$ cat config.mk
export PLATFORM = sky130hd
export DESIGN_NAME = pmic_adc_converter_ctrl_regs
export DESIGN_NICKNAME = d
export VERILOG_FILES = /design/src/core/pmic_regs_pkg.sv /design/src/core/pmic_adc_converter_ctrl_regs.sv
export VERILOG_INCLUDE_DIRS = /design/src /design/src/core
export SDC_FILE = /design/constraint.sdc
export NUM_CORES = 1
export LEC_CHECK = 0
export ABC_CLOCK_PERIOD_IN_PS = 2200
export BUFFER_PORTS_ARGS = -buffer_cell sky130_fd_sc_hd__buf_2
export CAP_MARGIN = 5
export CORE_ASPECT_RATIO = 0.7
export CORE_MARGIN = 1
export CORE_UTILIZATION = 50
export CTS_BUF_LIST = sky130_fd_sc_hd__clkbuf_16
export CTS_CLUSTER_SIZE = 12
export DETAILED_ROUTE_END_ITERATION = 6
export GPL_TIMING_DRIVEN = 0
export PLACE_DENSITY = 0.83
export SYNTH_ARGS = -nofsm -noshare
export SYNTH_HDL_FRONTEND = slang
export SYNTH_SLANG_ARGS = --single-unit
$ cat constraint.sdc
create_clock -name clk -period 2.2 [get_ports clk]
set_clock_uncertainty 0.05 [all_clocks]
set_input_delay 0.22 -clock clk [delete_from_list [all_inputs] [get_ports clk]]
set_output_delay 0.22 -clock clk [all_outputs]
set_load 0.02 [all_outputs]
$ cat src/core/pmic_regs_cfg.svh
/*
  Offsets, field positions and reset values of the measurement, converter
  and bias-control register bank. Assumes inclusion by bare name.
*/
`ifndef PMIC_REGS_CFG_SVH
`define PMIC_REGS_CFG_SVH

// Register indices; byte address on APB is four times the index
`define IDX_VBAT_HI      8'h78
`define IDX_VBAT_LO      8'h79
`define IDX_ICHG_HI      8'h7A
`define IDX_ICHG_LO      8'h7B
`define IDX_IDIS_HI      8'h7C
`define IDX_IDIS_LO      8'h7D
`define IDX_CONV_MODE    8'h80
`define IDX_DIS_UV       8'h81
`define IDX_MEAS_EN      8'h82
`define IDX_BIAS_CTRL    8'h84

// Reset values
`define RST_MEAS         12'h000
`define RST_CONV_MODE    8'h80
`define RST_DIS_UV       8'h80
`define RST_MEAS_EN      8'hE1
`define RST_BIAS_CTRL    8'hF2

// Field positions
`define POS_OFF_DIS      7
`define POS_THERM_ROLE   2
`define POS_AUX_MEAS_EN  4
`define POS_SHARED_PWM   4

// Thermistor bias gating codes
`define THERM_BIAS_OFF    2'h0
`define THERM_BIAS_CHG    2'h1
`define THERM_BIAS_ADC    2'h2
`define THERM_BIAS_ALWAYS 2'h3

`endif

$ cat src/core/pmic_regs_pkg.sv
/*
  Types shared by the measurement and converter control register bank.
  Assumes nothing of its surroundings.
*/
package pmic_regs_pkg;

  // Whole state of the register bank, registered as one word
  typedef struct packed {
    logic        pready;
    logic [31:0] prdata;
    logic        pslverr;
    logic [11:0] vbat;
    logic [11:0] ichg;
    logic [11:0] idis;
    logic [7:0]  conv_mode;
    logic [7:0]  dis_uv;
    logic [7:0]  meas_en;
    logic [7:0]  bias_ctrl;
    logic [5:0]  below_s1;
    logic [5:0]  below_s2;
    logic        chg_s1;
    logic        chg_s2;
    logic        adc_s1;
    logic        adc_s2;
    logic [5:0]  force_pwm;
    logic        therm_bias_on;
    logic        aux_bias_on;
    logic        power_off_req;
  } regs_state_s;

endpackage

$ cat src/core/pmic_adc_converter_ctrl_regs.sv
/*
  APB register bank for averaged battery measurements, converter mode and
  undervoltage shutdown control, measurement enables and bias-source control.
  Assumes a 25 MHz clk, synchronous active-low resets (nrst for system reset,
  por_nrst for power-on reset) and measurement results on the same clock.
  Comparator and charger status inputs arrive from analog and are synchronised.
*/
// The APB register port was chosen for this implementation.
// Overview of operation
// RQ1: Battery voltage: bits 11..4 in one byte, bits 3..0 low nibble next.
// RQ2: Charge current presented in the same high byte and low nibble split.
// RQ3: Discharge current presented likewise; upper nibble of low byte reads zero.
// RQ4: All measurement bytes are read-only and clear on system reset.
// RQ5: Converters one, five, six: mode bit 0 auto, 1 forced PWM.
// RQ6: Converters two to four: mode bit 1 defers to shared config bit 4.
// RQ7: Converter mode register resets to 80H; bits 7,6 reserved.
// RQ8: Bit 7 enables off-discharge, default 1, reset only at power-on.
// RQ9: Per converter enable powers device off below 85 percent setting.
// RQ10: Measurement enables at bits 7,6,5,4,0; reset value E1H.
// RQ11: Bits 7..6 set auxiliary bias current 20 to 80 uA, default 11.
// RQ12: Bits 5..4 set thermistor bias current, same encoding, default 11.
// RQ13: Bit 2 selects thermistor pin as battery sensor or plain input.
// RQ14: Bits 1..0 gate thermistor bias: off, charging, ADC phase, always.
// RQ15: Software avoids thermistor bias always-on when auxiliary results matter.
// RQ16: Bias control register resets to F2H only on power-on reset.
// RQ17: Software builds each value as high byte shifted four plus nibble.
`include "pmic_regs_cfg.svh"

module pmic_adc_converter_ctrl_regs (
  input  wire logic        clk,
  input  wire logic        nrst,
  input  wire logic        por_nrst,
  // APB slave
  input  wire logic        psel,
  input  wire logic        penable,
  input  wire logic        pwrite,
  input  wire logic [11:0] paddr,
  input  wire logic [31:0] pwdata,
  input  wire logic [3:0]  pstrb,
  output logic             pready,
  output logic [31:0]      prdata,
  output logic             pslverr,
  // Averaged results from the measurement engine, same clock
  input  wire logic        meas_update,
  input  wire logic [11:0] batt_voltage_meas,
  input  wire logic [11:0] charge_current_meas,
  input  wire logic [11:0] discharge_current_meas,
  // Shared converter configuration bit 4, same clock
  input  wire logic        shared_pwm_sel,
  // Asynchronous analog status
  input  wire logic [5:0]  converter_below_85,
  input  wire logic        charging,
  input  wire logic        adc_phase,
  // Control outputs
  output logic [5:0]       converter_force_pwm,
  output logic             off_discharge_en,
  output logic             power_off_req,
  output logic             vbat_meas_en,
  output logic             ibat_meas_en,
  output logic             die_temp_meas_en,
  output logic             aux_pin_measurement_en,
  output logic             thermistor_pin_meas_en,
  output logic [1:0]       aux_pin_zero_bias_sel,
  output logic [1:0]       thermistor_pin_bias_sel,
  output logic             thermistor_pin_is_battery,
  output logic             thermistor_pin_bias_on,
  output logic             aux_pin_zero_bias_on
);
  import pmic_regs_pkg::*;

  regs_state_s st_q;
  regs_state_s st_d;

  logic [7:0] idx;
  logic       addr_ok;
  logic       access;
  logic       wr_en;
  logic [7:0] rd_byte;
  logic       rd_hit;

  // Word index decode; misaligned or out-of-window addresses are unmapped
  assign idx     = paddr[9:2];
  assign addr_ok = (paddr[1:0] == 2'h0) && (paddr[11:10] == 2'h0);
  assign access  = psel && penable;
  // Write lands at the edge where the master sees pready
  assign wr_en   = access && st_q.pready && pwrite && pstrb[0] && addr_ok;

  // Read mux; upper nibble of low result bytes and misaligned or unmapped reads return zero
  always_comb begin
    rd_byte = 8'h00;
    rd_hit  = addr_ok;
    case (idx)
      `IDX_VBAT_HI:   rd_byte = st_q.vbat[11:4];              // RQ1
      `IDX_VBAT_LO:   rd_byte = {4'h0, st_q.vbat[3:0]};       // RQ1
      `IDX_ICHG_HI:   rd_byte = st_q.ichg[11:4];              // RQ2
      `IDX_ICHG_LO:   rd_byte = {4'h0, st_q.ichg[3:0]};       // RQ2
      `IDX_IDIS_HI:   rd_byte = st_q.idis[11:4];              // RQ3
      `IDX_IDIS_LO:   rd_byte = {4'h0, st_q.idis[3:0]};       // RQ3
      `IDX_CONV_MODE: rd_byte = st_q.conv_mode;
      `IDX_DIS_UV:    rd_byte = st_q.dis_uv;
      `IDX_MEAS_EN:   rd_byte = st_q.meas_en;
      `IDX_BIAS_CTRL: rd_byte = st_q.bias_ctrl;
      default:        rd_hit  = 1'b0;
    endcase
    if (!addr_ok) begin
      rd_byte = 8'h00;
    end
  end

  // Next state of the whole bank
  always_comb begin
    st_d = st_q;

    // APB: one wait state, answer registered
    if (access && !st_q.pready) begin
      st_d.pready  = 1'b1;
      st_d.prdata  = pwrite ? 32'h0000_0000 : {24'h00_0000, rd_byte};
      st_d.pslverr = !rd_hit;
    end else begin
      st_d.pready  = 1'b0;
      st_d.prdata  = 32'h0000_0000;
      st_d.pslverr = 1'b0;
    end

    // Results captured whole so high and low bytes always match
    if (meas_update) begin
      st_d.vbat = batt_voltage_meas;                          // RQ1
      st_d.ichg = charge_current_meas;                        // RQ2
      st_d.idis = discharge_current_meas;                     // RQ3
    end

    // Software writes; measurement bytes have no write path
    if (wr_en) begin
      case (idx)
        `IDX_CONV_MODE: st_d.conv_mode = pwdata[7:0];         // RQ7
        `IDX_DIS_UV:    st_d.dis_uv    = pwdata[7:0];         // RQ9
        `IDX_MEAS_EN:   st_d.meas_en   = pwdata[7:0];         // RQ10
        `IDX_BIAS_CTRL: st_d.bias_ctrl = pwdata[7:0];
        default:        st_d.conv_mode = st_q.conv_mode;      // RQ4
      endcase
    end

    // Two-flop synchronisers for analog status
    st_d.below_s1 = converter_below_85;
    st_d.below_s2 = st_q.below_s1;
    st_d.chg_s1   = charging;
    st_d.chg_s2   = st_q.chg_s1;
    st_d.adc_s1   = adc_phase;
    st_d.adc_s2   = st_q.adc_s1;

    // Converter mode: bits 1..3 defer to shared config when set
    st_d.force_pwm[0] = st_q.conv_mode[0];                              // RQ5
    st_d.force_pwm[1] = st_q.conv_mode[1] && shared_pwm_sel;            // RQ6
    st_d.force_pwm[2] = st_q.conv_mode[2] && shared_pwm_sel;            // RQ6
    st_d.force_pwm[3] = st_q.conv_mode[3] && shared_pwm_sel;            // RQ6
    st_d.force_pwm[4] = st_q.conv_mode[4];                              // RQ5
    st_d.force_pwm[5] = st_q.conv_mode[5];                              // RQ5

    // Undervoltage shutdown request holds until a reset clears it
    if (|(st_q.below_s2 & st_q.dis_uv[5:0])) begin
      st_d.power_off_req = 1'b1;                              // RQ9
    end

    // Thermistor bias gating
    case (st_q.bias_ctrl[1:0])
      `THERM_BIAS_OFF:    st_d.therm_bias_on = 1'b0;          // RQ14
      `THERM_BIAS_CHG:    st_d.therm_bias_on = st_q.chg_s2;   // RQ14
      `THERM_BIAS_ADC:    st_d.therm_bias_on = st_q.adc_s2;   // RQ14
      `THERM_BIAS_ALWAYS: st_d.therm_bias_on = 1'b1;          // RQ14
      default:            st_d.therm_bias_on = 1'b0;
    endcase
    // Aux source only during its conversion; shares the source with thermistor
    st_d.aux_bias_on = st_q.meas_en[`POS_AUX_MEAS_EN] && st_q.adc_s2;

    // System reset: results, mode and enables; power-on registers survive
    if (!nrst) begin
      st_d.pready        = 1'b0;
      st_d.prdata        = 32'h0000_0000;
      st_d.pslverr       = 1'b0;
      st_d.vbat          = `RST_MEAS;                         // RQ4
      st_d.ichg          = `RST_MEAS;                         // RQ4
      st_d.idis          = `RST_MEAS;                         // RQ4
      st_d.conv_mode     = `RST_CONV_MODE;                    // RQ7
      st_d.meas_en       = `RST_MEAS_EN;                      // RQ10
      st_d.force_pwm     = 6'h00;
      st_d.power_off_req = 1'b0;
      st_d.therm_bias_on = 1'b0;
      st_d.aux_bias_on   = 1'b0;
    end
    // Power-on reset clears all state, then loads the reset value of every register
    if (!por_nrst) begin
      st_d               = '0;
      st_d.vbat          = `RST_MEAS;
      st_d.ichg          = `RST_MEAS;
      st_d.idis          = `RST_MEAS;
      st_d.conv_mode     = `RST_CONV_MODE;
      st_d.dis_uv        = `RST_DIS_UV;                       // RQ8
      st_d.meas_en       = `RST_MEAS_EN;
      st_d.bias_ctrl     = `RST_BIAS_CTRL;                    // RQ16
    end
  end

  // State register; resets are synchronous and folded into st_d
  always_ff @(posedge clk) begin
    st_q <= st_d;
  end

  // Outputs straight from state flops; thermistor_pin_is_battery is the inverted role bit
  assign pready                    = st_q.pready;
  assign prdata                    = st_q.prdata;
  assign pslverr                   = st_q.pslverr;
  assign converter_force_pwm       = st_q.force_pwm;
  assign off_discharge_en          = st_q.dis_uv[`POS_OFF_DIS];          // RQ8
  assign power_off_req             = st_q.power_off_req;
  assign vbat_meas_en              = st_q.meas_en[7];                    // RQ10
  assign ibat_meas_en              = st_q.meas_en[6];                    // RQ10
  assign die_temp_meas_en          = st_q.meas_en[5];                    // RQ10
  assign aux_pin_measurement_en    = st_q.meas_en[`POS_AUX_MEAS_EN];     // RQ10
  assign thermistor_pin_meas_en    = st_q.meas_en[0];                    // RQ10
  assign aux_pin_zero_bias_sel     = st_q.bias_ctrl[7:6];                // RQ11
  assign thermistor_pin_bias_sel   = st_q.bias_ctrl[5:4];                // RQ12
  assign thermistor_pin_is_battery = !st_q.bias_ctrl[`POS_THERM_ROLE];   // RQ13
  assign thermistor_pin_bias_on    = st_q.therm_bias_on;
  assign aux_pin_zero_bias_on      = st_q.aux_bias_on;
endmodule

==> flow_metrics.py <==
metrics = {
    "synthesis": {
        "synth_most_common_cell": "dfxtp_1",
        "netlist.area_leader.share": 0.463,
        "synthFlopType": "dfxtp_1",
        "ys_warn_count": 0,
        "ys_seq_area_frac": 0.463,
        "synth.avg_cell_area_um2": 9.83,
        "synthArstFlopShare": 0,
        "yosysUniqueCellTypes": 48,
        "synthesis.area_um2": 4450,
        "syn_inst": 453,
        "synth_area_leaders": "dfxtp_1 (46%), mux2i_1 (17%), buf_4 (7.3%), nor2_1 (4.4%), and2_1 (2.5%)",
        "synth_edf_count": 0,
        "yosys-top-cells-count": "dfxtp_1 (103), mux2i_1 (74), nor2_1 (52)",
        "synth_area_leader_cell": "dfxtp_1",
        "ys_ff_latch": 103,
    },
    "global_route": {
        "grt_pass1_vias": 3446,
        "grt_max_degree": 19,
        "grt_pass1_wl_um": 18000,
        "antenna_found_initial": 0,
        "track_usage": 0.260,
        "overflow": 0,
    },
    "clock_tree": {
        "root_buffer": "clkbuf_16",
        "cts_tree": "yes",
        "clockBufferDepth": 2,
        "cts.htree.levels": 3,
        "clock_sinks": 103,
        "numCtsBuffers": 9,
        "ctsHoldBuffers": 0,
        "clkLatencyLatePin_ns": 0.34,
        "cts_resized": 0,
        "post_cts_buffers": 0,
        "clkSlewWorstSetupHoldPaths_ns": 0.07,
    },
    "run_status": {
        "outcome": "finished clean",
    },
    "floorplan": {
        "die_h_um": 80.9,
        "top_level_ports": 154,
        "die_width_um": 115,
        "initial_core_util": 0.521,
        "die-area_um2": 9290,
        "design.core.area_um2": 8550,
        "placementRows": 28,
    },
    "setup_path": {
        "r2r_cells": 6,
        "critical_path_depth": 8,
        "cp_max_fo": 10,
        "end_kind": "flip-flop",
        "crit_family": "buffers and inverters",
        "crit_start": "paddr[9]",
        "worst-setup-path-type": "primary input to flip-flop",
        "crit_path_top_delay_cell": "clkbuf_1",
        "regToRegEndpoint": "st_q[36]",
        "crit_top_cell": "clkbuf_1",
        "crit_path_end": "prdata[5]",
        "timing.rr.start": "pready",
        "timing.critical_path.buf_inv": 3,
        "start_kind": "primary input",
        "worstPathRequired_ns": 2.39,
        "max_stage_delay_ns": 0.45,
        "rrSetupSlack_ns": 0.50,
        "worstPathCellList": "buf_2, and4b_1, and2_0, clkbuf_1, clkbuf_1, a22oi_1, o22a_1, a31oi_1",
        "cp_data_arrival_time_ns": 2.11,
    },
    "power_and_ir_drop": {
        "power_frac_comb": 0.088,
        "p_leak_uw": 0.00263,
        "power.share.clock": 0.418,
        "finalPower_uw": 3880,
        "max-vdd-ir-drop_v": 0.000392,
        "switchingPower_uw": 940,
        "power.internal_uw": 2940,
        "seqPwrFrac": 0.494,
        "powerDensity_nw_per_um2": 707,
        "power.share.switching": 0.242,
    },
    "cells_and_area": {
        "final_cells": 711,
        "fin_nets": 686,
        "nFillCells": 740,
        "drive_above_1_share": 0.294,
        "multiInputGateArea_um2": 2030,
        "diodes": 0,
        "syn_to_final_growth_pct": 23.4,
        "seq_area_um2": 2060,
    },
    "drt": {
        "first_iter_violations": 221,
        "wl_per_cell_um": 16.4,
        "vias_per_cell": 5.17,
        "drtAntennaViolNets": 0,
        "drc_errors": 0,
        "first_pass_iters": 4,
        "num_vias": 3674,
        "wirelength_um": 11600,
    },
    "placement": {
        "dp_hpwl_um": 8880,
        "port_buffers": 99,
        "globalplace.congestion": 0.891,
        "dp_slack_ns": 0.0194,
        "placed_cells": 695,
    },
    "min_path": {
        "holdCritPathClass": "primary input to flip-flop",
    },
    "timing": {
        "post-route-period-util": 0.871,
        "tns_ns": 0,
        "max_freq_ghz": 0.522,
        "maxSlewViolCount": 0,
        "holdWs_ns": 0.0289,
        "period_needed_ns": 1.92,
        "worst_slew_margin_rel": 0.505,
        "rsz0062_at_grt": "false",
        "worst-slew-pin-transition_ns": 0.742,
        "layout_setup_ws_ns": 0.284,
        "setup_violations": 0,
        "hold_violations": 0,
    },
    "flow_run": {
        "maxCapViolCount": 0,
    },
}
cell usage in the layout (no fill, tap or decap), types with 14 or more instances in the layout:
cell	n
and2_1	18
dfxtp_1	103
conb_1	24
buf_4	43
nor2_1	52
mux2i_1	74
clkbuf_1	18
nand2_1	24
buf_2	101
a22oi_1	14
power groups by stage:
stage | Sequential (µW) | Combinational, µW | Clock [µW]
global placement | 1960 | 329 | 0
floorplan | 1950 | 213 | 0
CTS | 1920 | 337 | 1640
global route | 1920 | 373 | 1730
finish | 1920 | 343 | 1620
detailed placement | 1960 | 336 | 0
layout make-up:
type	instances	share of cell area
plain buffers	68	0.0777
clock buffers	9	0.0410
clock inverters	7	0.0150
inverters	4	0.00273
multi-input cells	301	0.370
flip-flops and latches	103	0.375
well taps	120	0.0273
repair buffers	99	0.0902
cell families (layout without fill, tap and decap cells):
family | Yosys count | after routing | share of synthesized area
muxes | 77 | 77 | 0.174
and+or+nand+nor | 144 | 144 | 0.172
DFF | 103 | 103 | 0.463
AOI/OAI and AO/OA | 56 | 56 | 0.0911
buffers and inverters | 72 | 187 | 0.0992
other | 1 | 24 | 0.000842
per-stage QoR:
stage          cell area [µm²]   util
4_1_cts                   5490  0.642
5_1_grt                   5490  0.642
3_3_place_gp              5180  0.606
2_1_floorplan             4540      -
6_report                  5490  0.642
3_5_place_dp              5180  0.606
how the worst min path moves through the flow:
stage / startpoint / end / depth (start not counted)
4_1_cts: converter_below_85[3] / st_q[22] / 2
2_1_floorplan: pwdata[6] / aux_pin_zero_bias_sel[0] / 2
5_1_grt: converter_below_85[0] / st_q[19] / 2
3_5_place_dp: st_q[22] / st_q[16] / 1
6_report: converter_below_85[0] / st_q[19] / 2
3_3_place_gp: st_q[10] / st_q[9] / 1
metal layers:
layer | vias to the layer above | global-route usage | wire length [µm]
met1 | 1701 | 0.365 | 5430
li1 | 1768 | - | -
met4 | 0 | 0.0688 | 169
met5 | - | 0 | 0
met3 | 16 | 0.0597 | 998
met2 | 189 | 0.402 | 5050
worst register-to-register path: stages, from the launching register on:
cell and delay (ns):
dfxtp_1 0.37, and4_1 0.19, and4bb_1 0.23, buf_6 0.16
nand4_4 0.25, mux2i_1 0.28, nor2_1 0.05
state kept, by name, summed over array words and instances, names as in the netlist, 2 cells and up:
register                 flops
st_q                        74
converter_force_pwm          6
prdata                       8
thermistor_pin_bias_sel      2
aux_pin_zero_bias_sel        2
Power figures use the tool's default switching activity.
